[config.mk]
export PLATFORM = sky130hd
export DESIGN_NAME = gle_expander
export DESIGN_NICKNAME = d
export VERILOG_FILES = /design/src/gle_pkg.sv /design/src/gle_expander.sv
export SDC_FILE = /design/constraint.sdc
export NUM_CORES = 1
export LEC_CHECK = 0
export BUFFER_PORTS_ARGS = -buffer_cell sky130_fd_sc_hd__clkbuf_2
export CAP_MARGIN = 20
export CORE_MARGIN = 10
export CORE_UTILIZATION = 59
export DETAILED_ROUTE_END_ITERATION = 12
export PLACE_DENSITY = 0.86
export SETUP_SLACK_MARGIN = 0.2
export SYNTH_ARGS = -nofsm -noshare
export SYNTH_HDL_FRONTEND = slang
export SYNTH_SLANG_ARGS = --single-unit
[constraint.sdc]
create_clock -name clock -period 8.6 [get_ports clock]
set_input_delay 1.29 -clock clock [delete_from_list [all_inputs] [get_ports clock]]
set_output_delay 1.29 -clock clock [all_outputs]
set_load 0.03 [all_outputs]
[src/gle_pkg.sv]
package gle_pkg;

    localparam int CLK_PERIOD_NS = 5;
    localparam int OSC_PERIOD_NS = 31250;
    localparam int OSC_TICK_CYCLES = OSC_PERIOD_NS / CLK_PERIOD_NS;
    localparam logic [7:0] PWM_LAST_TICK = 8'hef;

    localparam logic [7:0] OFS_INPUT = 8'h00;
    localparam logic [7:0] OFS_PHASE0 = 8'h04;
    localparam logic [7:0] OFS_CONFIG = 8'h08;
    localparam logic [7:0] OFS_DIR = 8'h0c;
    localparam logic [7:0] OFS_PHASE1 = 8'h10;
    localparam logic [7:0] OFS_PWM_EN = 8'h14;
    localparam logic [7:0] OFS_MASTER = 8'h18;
    localparam logic [7:0] OFS_INTENS = 8'h1c;
    localparam logic [7:0] OFS_INTENS8 = 8'h20;
    localparam logic [7:0] OFS_CMD = 8'h24;
    localparam logic [7:0] OFS_DATA = 8'h28;
    localparam logic [7:0] OFS_IRQ_STAT = 8'h2c;
    localparam logic [7:0] OFS_IRQ_CLR = 8'h30;
    localparam logic [7:0] OFS_IRQ_EN = 8'h34;
    localparam logic [7:0] OFS_STATUS = 8'h38;

    localparam logic [7:0] DIR_RST = 8'hff;
    localparam logic [8:0] PHASE_RST = 9'h1ff;

    localparam int EV_CHANGE = 0;
    localparam int EV_BUS_START = 1;
    localparam int EV_STANDBY = 2;

    typedef struct packed {
        logic irq_mode;
        logic global_int;
        logic flip;
        logic blink_en;
    } gle_cfg_t;

    localparam gle_cfg_t CFG_RST = 4'h8;

    typedef struct packed {
        logic [7:0] port_s1;
        logic [7:0] port_s2;
        logic [2:0] scl_s;
        logic [2:0] sda_s;
        logic [7:0] snap;
        logic [7:0] dir;
        logic [8:0] ph0;
        logic [8:0] ph1;
        logic [8:0] pwm_en;
        gle_cfg_t cfg;
        logic [3:0] master;
        logic [8:0][3:0] intens;
        logic [3:0] glob;
        logic [5:0] cmd;
        logic busy;
        logic pend;
        logic standby;
        logic [15:0] osc_div;
        logic [7:0] pwm_cnt;
        logic [8:0] pin_oe;
        logic [2:0] ev_stat;
        logic [2:0] ev_en;
        logic irq;
        logic wait_r;
        logic [31:0] rdata;
    } gle_state_t;

endpackage : gle_pkg

[src/gle_expander.sv]
// The address map and the Avalon-MM interface to the registers were chosen for this implementation.
`timescale 1ns/100ps
// How it works
// All eight general ports come out of reset as inputs.
// Input register shows live synchronised level of every port pin.
// Each read of the input register stores those levels as the snapshot.
// Input-mode ports differing from snapshot pull the ninth pin low in interrupt mode.
// Change interrupt drops when inputs match snapshot again or input register read.
// Ninth pin is change interrupt or a ninth output with the same controls.
// With blinking off, phase-zero register alone sets the outputs.
// With blinking on, flip flag picks phase-zero or phase-one register.
// PWM ticks come from a divider making a nominal 32 kHz rate.
// PWM is chosen per output; others are registered static levels.
// With no PWM output, all outputs static and the oscillator halted.
// A 4-bit master intensity with 16 levels applies to all PWM outputs.
// Master sets the window in fifteenths of the PWM period.
// Per-output 4-bit value gives sixteenths of the master window.
// Global mode uses one common 4-bit value for all outputs, 16 levels.
// Idle serial bus and no PWM output means automatic standby.
// Command byte alone only stores the register selection.
// Master intensity zero keeps PWM outputs fully off.
module gle_expander
    import gle_pkg::*;
#(
    parameter int OSC_TICKS = OSC_TICK_CYCLES
) (
    input wire logic clock,
    input wire logic reset,
    input wire logic ce,
    input wire logic [7:0] address,
    input wire logic read,
    input wire logic write,
    input wire logic [31:0] writedata,
    input wire logic [3:0] byteenable,
    output logic [31:0] readdata,
    output logic waitrequest,
    input wire logic [7:0] general_port_pins_in,
    output logic [7:0] general_port_pins_out,
    output logic [7:0] general_port_pins_oe,
    output logic irq_or_ninth_output_out,
    output logic irq_or_ninth_output_oe,
    input wire logic scl_in,
    input wire logic sda_in,
    output logic standby,
    output logic irq
);

    gle_state_t s_r;
    gle_state_t s_nxt;

    function automatic logic [7:0] duty(input logic [3:0] m, input logic [3:0] i);
        // Window m*16 of 240 ticks, then i/16 of that
        return {4'h0, m} * {4'h0, i};
    endfunction : duty

    function automatic logic [31:0] rd_word(input gle_state_t s, input logic [7:0] ofs);
        logic [31:0] v;
        v = 32'h0;
        unique case ({ofs[7:2], 2'b00})
            OFS_INPUT: v[7:0] = s.port_s2;
            OFS_PHASE0: v[8:0] = s.ph0;
            OFS_CONFIG: v[3:0] = s.cfg;
            OFS_DIR: v[7:0] = s.dir;
            OFS_PHASE1: v[8:0] = s.ph1;
            OFS_PWM_EN: v[8:0] = s.pwm_en;
            OFS_MASTER: v[3:0] = s.master;
            OFS_INTENS: v = s.intens[7:0];
            OFS_INTENS8: v[7:0] = {s.glob, s.intens[8]};
            OFS_CMD: v[5:0] = s.cmd;
            OFS_IRQ_STAT: v[2:0] = s.ev_stat;
            OFS_IRQ_EN: v[2:0] = s.ev_en;
            OFS_STATUS: v[3:0] = {s.pend, s.busy, |s.pwm_en, s.standby};
            default: v = 32'h0;
        endcase
        return v;
    endfunction : rd_word

    function automatic gle_state_t wr_word(input gle_state_t s, input logic [7:0] ofs,
                                          input logic [31:0] d);
        gle_state_t t;
        t = s;
        unique case ({ofs[7:2], 2'b00})
            OFS_PHASE0: t.ph0 = d[8:0];
            OFS_CONFIG: t.cfg = d[3:0];
            OFS_DIR: t.dir = d[7:0];
            OFS_PHASE1: t.ph1 = d[8:0];
            OFS_PWM_EN: t.pwm_en = d[8:0];
            OFS_MASTER: t.master = d[3:0];
            OFS_INTENS: t.intens[7:0] = d;
            OFS_INTENS8: {t.glob, t.intens[8]} = d[7:0];
            OFS_CMD: t.cmd = d[5:0];
            OFS_IRQ_CLR: t.ev_stat = s.ev_stat & ~d[2:0];
            OFS_IRQ_EN: t.ev_en = d[2:0];
            default: t = s;
        endcase
        return t;
    endfunction : wr_word

    always_comb begin
        logic [7:0] eff;
        logic [31:0] mask;
        logic [31:0] merged;
        logic [7:0] changed;
        logic any_pwm;
        logic [8:0] lvl;
        logic [8:0] sink;
        logic [3:0] ind;
        logic start_c;
        logic stop_c;
        logic [2:0] ev_set;
        eff = 8'h0;
        mask = 32'h0;
        merged = 32'h0;
        changed = 8'h0;
        any_pwm = 1'b0;
        lvl = 9'h0;
        sink = 9'h0;
        ind = 4'h0;
        start_c = 1'b0;
        stop_c = 1'b0;
        ev_set = 3'h0;
        s_nxt = s_r;
        if (ce) begin
            s_nxt.port_s1 = general_port_pins_in;
            s_nxt.port_s2 = s_r.port_s1;
            s_nxt.scl_s = {s_r.scl_s[1:0], scl_in};
            s_nxt.sda_s = {s_r.sda_s[1:0], sda_in};

            // Bus framing seen only from synchronised, settled samples
            start_c = s_r.scl_s[1] && s_r.scl_s[2] && s_r.sda_s[2] && !s_r.sda_s[1];
            stop_c = s_r.scl_s[1] && s_r.scl_s[2] && !s_r.sda_s[2] && s_r.sda_s[1];
            if (start_c) begin
                s_nxt.busy = 1'b1;
            end else if (stop_c) begin
                s_nxt.busy = 1'b0;
            end

            changed = (s_r.port_s2 ^ s_r.snap) & s_r.dir;
            s_nxt.pend = |changed;

            // Register access: accept one cycle, answer the next
            eff = (address[7:2] == OFS_DATA[7:2]) ? {s_r.cmd, 2'b00} : address;
            if ((read || write) && s_r.wait_r) begin
                s_nxt.wait_r = 1'b0;
                s_nxt.rdata = read ? rd_word(s_r, eff) : 32'h0;
            end else if (!s_r.wait_r) begin
                s_nxt.wait_r = 1'b1;
                s_nxt.rdata = 32'h0;
                if (write) begin
                    mask = {{8{byteenable[3]}}, {8{byteenable[2]}},
                            {8{byteenable[1]}}, {8{byteenable[0]}}};
                    merged = (rd_word(s_r, eff) & ~mask) | (writedata & mask);
                    s_nxt = wr_word(s_nxt, eff, merged);
                end
                if (read && eff[7:2] == OFS_INPUT[7:2]) begin
                    // Snapshot is exactly the value handed to software
                    s_nxt.snap = s_r.rdata[7:0];
                    s_nxt.pend = 1'b0;
                end
            end

            any_pwm = |s_r.pwm_en;
            if (!any_pwm) begin
                s_nxt.osc_div = 16'h0;
                s_nxt.pwm_cnt = 8'h0;
            end else if (s_r.osc_div == 16'(OSC_TICKS - 1)) begin
                s_nxt.osc_div = 16'h0;
                s_nxt.pwm_cnt = (s_r.pwm_cnt == PWM_LAST_TICK) ? 8'h0 : s_r.pwm_cnt + 8'h1;
            end else begin
                s_nxt.osc_div = s_r.osc_div + 16'h1;
            end

            if (s_r.cfg.blink_en) begin
                lvl = s_r.cfg.flip ? s_r.ph1 : s_r.ph0;
            end else begin
                lvl = s_r.ph0;
            end
            for (int k = 0; k < 9; k++) begin
                ind = s_r.cfg.global_int ? s_r.glob : s_r.intens[k];
                if (s_r.pwm_en[k]) begin
                    // Master zero gives duty zero: fully off
                    sink[k] = !lvl[k] && (s_r.pwm_cnt < duty(s_r.master, ind));
                end else begin
                    sink[k] = !lvl[k];
                end
            end
            s_nxt.pin_oe[7:0] = sink[7:0] & ~s_r.dir;
            s_nxt.pin_oe[8] = s_r.cfg.irq_mode ? s_nxt.pend : sink[8];

            s_nxt.standby = !s_r.busy && !any_pwm;

            // Set beats a clear written in the same cycle
            ev_set[EV_CHANGE] = s_nxt.pend && !s_r.pend;
            ev_set[EV_BUS_START] = start_c;
            ev_set[EV_STANDBY] = s_nxt.standby && !s_r.standby;
            s_nxt.ev_stat = s_nxt.ev_stat | ev_set;
            s_nxt.irq = |(s_nxt.ev_stat & s_nxt.ev_en);
        end
    end

    always_ff @(posedge clock or posedge reset) begin
        if (reset) begin
            s_r <= '0;
            s_r.dir <= DIR_RST;
            s_r.ph0 <= PHASE_RST;
            s_r.ph1 <= PHASE_RST;
            s_r.cfg <= CFG_RST;
            s_r.scl_s <= 3'h7;
            s_r.sda_s <= 3'h7;
            s_r.wait_r <= 1'b1;
        end else begin
            s_r <= s_nxt;
        end
    end

    // Open drain: the driven level is always low
    assign general_port_pins_out = 8'h00;
    assign irq_or_ninth_output_out = 1'b0;
    assign general_port_pins_oe = s_r.pin_oe[7:0];
    assign irq_or_ninth_output_oe = s_r.pin_oe[8];
    assign readdata = s_r.rdata;
    assign waitrequest = s_r.wait_r;
    assign standby = s_r.standby;
    assign irq = s_r.irq;

endmodule : gle_expander

======== After elaboration in Yosys (flattened, before gate mapping) ========
Index checks and enable logic that the tools add are counted.
word-level totals
  register bits ........................... 195
  input bits .............................. 59
  output and inout bits ................... 53
  word-level logic and storage cells ...... 237
cells by class
  add/sub/neg operators ................... 2
  $mul .................................... 9
  order comparisons ....................... 9
  eq/ne operators ......................... 31
  muxes and demuxes ....................... 87
  bitwise gates (word level) .............. 12
  reduce and logical (&&, ||, !) cells .... 51
operators with widths
  operator                                                number
  2-to-1 mux 173 bit                                      1
  2-to-1 mux 165 bit                                      1
  2-to-1 mux 162 bit                                      1
  2-to-1 mux 140 bit                                      1
  2-to-1 mux 23 bit                                       5
  less-than comparator 8 bit                              9
  multiplier 4 x 4 -> 8 bit                               9
  AND 32 bit                                              2
  2-to-1 mux 32 bit                                       2
  2-to-1 mux 9 bit                                        6
  2-to-1 mux 4 bit                                        13
  AND reduction 5 bit                                     9
  == test 6 x 4 -> 1 bit (second input constant)          7
  2-to-1 mux 8 bit                                        5
  case mux 3 bit (13 select lines)                        1
  2-to-1 mux 33 bit                                       1
  inverter 32 bit                                         1
  bitwise OR 32 bit                                       1
  2-to-1 mux 1 bit                                        29
  == test 6 x 3 -> 1 bit (second input constant)          4
  2-to-1 mux 24 bit                                       1
  inequality test 2 x 1 -> 1 bit (second input constant)  12
  logical AND 1 bit                                       19
  2-to-1 mux 3 bit                                        6
  29 further kinds                                        55

======== Longest topological paths before layout ========
  word-level depth ........................ 22
  depth in mapped cells ................... 22
  gate-level depth less buffers ........... 19

======== Worst setup path before layout ========
No wires, ideal clock.
  kind .................................... flip-flop to flip-flop
  from .................................... reg s_r[128] (netlist name)
  to ...................................... reg s_r (netlist bit irq_or_ninth_output_oe)
  setup time .............................. 65 ps
  arrival ................................. 4780 ps
  data required time ...................... 8535 ps
  path slack .............................. 3755 ps
  cell stages (with the launch flop) ...... 21
  path buffers ............................ 3
  clock period less this slack ............ 4845 ps
  path through ............................ dfrtp_1 -> clkbuf_1 -> clkbuf_1 -> clkinv_1 -> clkbuf_1 -> a21oi_1 -> nand2b_1 -> fa_1 -> fa_1 -> inv_1 -> ha_1 -> a21o_1 -> a21oi_1 -> o21bai_1 -> a21oi_1 -> xor2_1 -> ha_1 -> a2111oi_0 -> a21oi_1 -> o31ai_1 -> mux2_2
on the way
  cells in the longest elaborated chain, start to end .. 6
ends and longest elaborated chain
  item                        RTL line             RTL
  from (decl)                 gle_expander.sv:48   gle_state_t s_r;
  from (signal assigned)      gle_expander.sv:212  s_r <= s_nxt;
  2-to-1 mux 4 bit            gle_expander.sv:179  ind = s_r.cfg.global_int ? s_r.glob : s_r.intens[k];
  multiplier 4 x 4 -> 8 bit   gle_expander.sv:53   return {4'h0, m} * {4'h0, i};
  less-than comparator 8 bit  gle_expander.sv:182  sink[k] = !lvl[k] && (s_r.pwm_cnt < duty(s_r.master, ind));
  logical AND 1 bit           gle_expander.sv:182
  2-to-1 mux 1 bit            gle_expander.sv:180  if (s_r.pwm_en[k]) begin
  2-to-1 mux 1 bit            gle_expander.sv:188  s_nxt.pin_oe[8] = s_r.cfg.irq_mode ? s_nxt.pend : sink[8];
Every way passes these cells.
A chain may end at the register's enable or synchronous reset.

======== Worst setup path in the final report ========
Ends and elaborated chain as after synthesis.

==> impl_results.md <==
- Status: completed
- Tmin final: 5.42 ns
- CTS H-tree lvls: 4
- Sequential fraction of design power: 49.3%
- Clock network power share: 39.8%
- WS Path Type: reg2reg
- Share of cells above drive strength 1: 16.8%
- Syn avg cell area: 9.66 um2
- Routed len/inst: 20.5 um
- FF+latch area: 0.00492 mm2
- First-pass iteration count of the detailed router: 9
- Layout Cells excl Fill: 1910
- Initial antenna violation count: 0
- Sink Count: 195
- Worst-path maximum fanout: 27
- Most common cell after layout, fill and taps aside: ha_1
- Fin. max-slew vios: 0
- Filler cell count: 1915
- Io pins: 112
- Worst Tran Pin Value: 0.990 ns
- Max incr delay on CP: 0.70 ns
- Cts bufs inserted: 17
- Initial Util: 59.6%
- Sw power: 596 uW
- Clock Tree Root: clkbuf_16
- Final WL: 39.2 mm
- CTS tree: done
- Multi-input gate area: 0.00901 mm2
- EDFF count, synth: 0
- GPL Wtd Cong: 0.977
- IR drop worst, VDD: 0.139 mV
- PwrDens: 127 mW/mm2
- Register bit total from synthesis: 195
- Overall power: 2020 uW
- WP buf/inv: 2
- Final Net Count: 1836
- Die X: 179 um
- Mapped Area: 0.0149 mm2
- Unrepaired setup endpoints after global routing: no
- Sequential share of the synthesized area: 33.1%
- Leak: 0.00762 uW
- ANT cells: 0
- Crit end category: flop
- Top delay family on crit path: compound AO/OA/AOI/OAI gates
- Clock slew at reported path FFs: 0.08 ns
- Final Skew: 0.0166 ns
- Global route total overflow: 0
- Logic pwr share: 10.9%
- Pin count of the biggest net entering global routing: 114
- Final worst path period share: 63.0%
- WP data required: 8.99 ns
- Most frequent cells in the layout: ha_1 (174), dfrtp_1 (161), nand2_1 (106), nor2b_1 (104), clkbuf_2 (100)
- First-pass GRT wire length: 62.9 mm
- Mapped Cells: 1540
- DR iter-0 viols: 1335
- CTS Buffer Depth: 2
- Crit-path most repeated cell: a21oi_1
- Setup TNS: 0 ns
- Hpwl dp: 28.6 mm
- Hold Vio Cnt, Final: 0
- Netlist cell types: 71
- Skew-Pair Late Insertion Delay: 0.46 ns
- Max Freq: 185 MHz
- Vias/cell: 6.31
- CTS Hold Bufs: 0
- Number of remaining DRC errors: 0
- Slew Limit Headroom: 33.1%
- Worst Path Arrival: 5.81 ns
- Critical-path cell list: clkinv_1 -> a21oi_1 -> nand2b_1 -> fa_1 -> fa_1 -> inv_1 -> ha_1 -> a21o_1 -> a21oi_1 -> o21bai_1 -> a21oi_1 -> xor2_1 -> ha_1 -> a2111oi_0 -> a21oi_1 -> o31ai_1 -> mux2_2
- Row cnt: 58
- # Max-Cap Violations: 0
- Area grow syn2layout: 7.10%
- Worst hold path class: reg2reg
- Vias in the first global route: 12062
- DIE AREA: 0.0320 mm2
- Final Setup Violations: 0
- Post CTS Setup Buffer Count: 0
- Worst setup SP type: flop
- Syn. warnings: 0
- Post-Place Cells: 1875
- Via Count: 12051
- Port bufs: 100
- GRT Resource Usage Total: 24.5%
- Internal power: 1430 uW
- Total core area: 0.0250 mm2
- Switching Share: 29.4%
- Resized Gates After CTS: 0
- CP max-delay cell: clkinv_1
- Fraction of registers with async set/reset: 100%
- Antenna-violating nets left: 0
- Die height: 179 um
- Ys flop type: dfrtp_1
-- final timing paths --
kind | start | endpoint | slack (ns) | cells after the start
max | s_r[128]$_DFFE_PP0P_ | irq_or_ninth_output_oe$_DFFE_PP0P_ | 3.18 | 17
min in group asynchronous | reset | readdata[18]$_DFFE_PP0P_ | 1.00 | 2
min reg2reg | s_r[146]$_DFFE_PP1P_ | s_r[146]$_DFFE_PP1P_ | 0.49 | 2
max reg2reg | s_r[128]$_DFFE_PP0P_ | irq_or_ninth_output_oe$_DFFE_PP0P_ | 3.18 | 17
max in group asynchronous | reset | s_r[128]$_DFFE_PP0P_ | 6.06 | 3
min | s_r[146]$_DFFE_PP1P_ | s_r[146]$_DFFE_PP1P_ | 0.49 | 2
-- kinds of logic (layout without fill, tap and decap cells) --
kind of cell,count (synthesis),after routing,share of synthesized area [%]
AOI/OAI and AO/OA,366,366,16.4
xor gates and xnor gates,55,55,3.24
adders and majority gates,210,210,19.5
buffers and inverters,206,238,6.54
DFF,195,195,33.1
muxes,83,83,6.21
other,1,9,0.0252
and+or+nand+nor,424,424,15.1
-- state kept, by name (all words and copies together), names as in the netlist --
name	count
s_r	151
readdata	32
general_port_pins_oe	8
irq	1
irq_or_ninth_output_oe	1
standby	1
waitrequest	1
-- power groups by stage --
| stage | Sequential, uW | Clock, uW | Combinational, uW |
|---|---|---|---|
| after global routing | 1000 | 849 | 241 |
| after global placement | 1010 | 0 | 209 |
| after floorplan | 1000 | 0 | 159 |
| after CTS | 998 | 808 | 217 |
| final | 999 | 806 | 220 |
| after detailed placement | 1020 | 0 | 216 |
-- Yosys cell counts (all sizes together) (32+ instances only) --
master | instances | area, um2
o21ai | 111 | 559
buf | 57 | 414
dfstp | 34 | 893
dfrtp | 161 | 4030
nor2b | 104 | 651
xor2 | 32 | 280
a21oi | 71 | 355
clkbuf | 58 | 218
a22o | 38 | 333
nand2b | 53 | 332
fa | 36 | 721
nand3 | 34 | 170
nand2 | 108 | 410
nor2 | 53 | 199
inv | 90 | 338
mux2 | 74 | 833
ha | 174 | 2180
-- worst min-delay path: stages, from the launching register on --
cell	delay, ns
dfstp_2	0.39
nand2_1	0.05
o21ai_1	0.05
-- final cells by class --
cell class	instances	share of cell area, %
inverter	91	2.19
clock buffer	17	2.67
sequential	195	30.9
tap	330	2.59
timing repair buffer	115	4.00
clock inverter	15	1.09
multi-input combinational	1147	56.6
-- stage by stage --
| stage | setup slack, ns | hold slack [ns] | cell area, um2 | utilization (%) |
|---|---|---|---|---|
| finish | 3.18 | 0.487 | 15900 | 63.8 |
| global route | 2.89 | 0.507 | 15900 | 63.8 |
| floorplan | 2.05 | 0.449 | 14900 | - |
| global placement | 3.50 | 0.461 | 15300 | 61.2 |
| detailed placement | 3.27 | 0.471 | 15300 | 61.2 |
| CTS | 3.22 | 0.482 | 15900 | 63.6 |
-- routing by layer --
| layer | share of wire (%) | vias to the layer above | track usage (%) |
|---|---|---|---|
| li1 | - | 5435 | - |
| met1 | 39 | 5913 | 30.5 |
| met2 | 48 | 575 | 40.5 |
| met3 | 9.1 | 128 | 5.37 |
| met4 | 3.7 | 0 | 10.3 |
| met5 | 0 | - | 0 |
No activity file was read; power rests on OpenSTA's default activity.
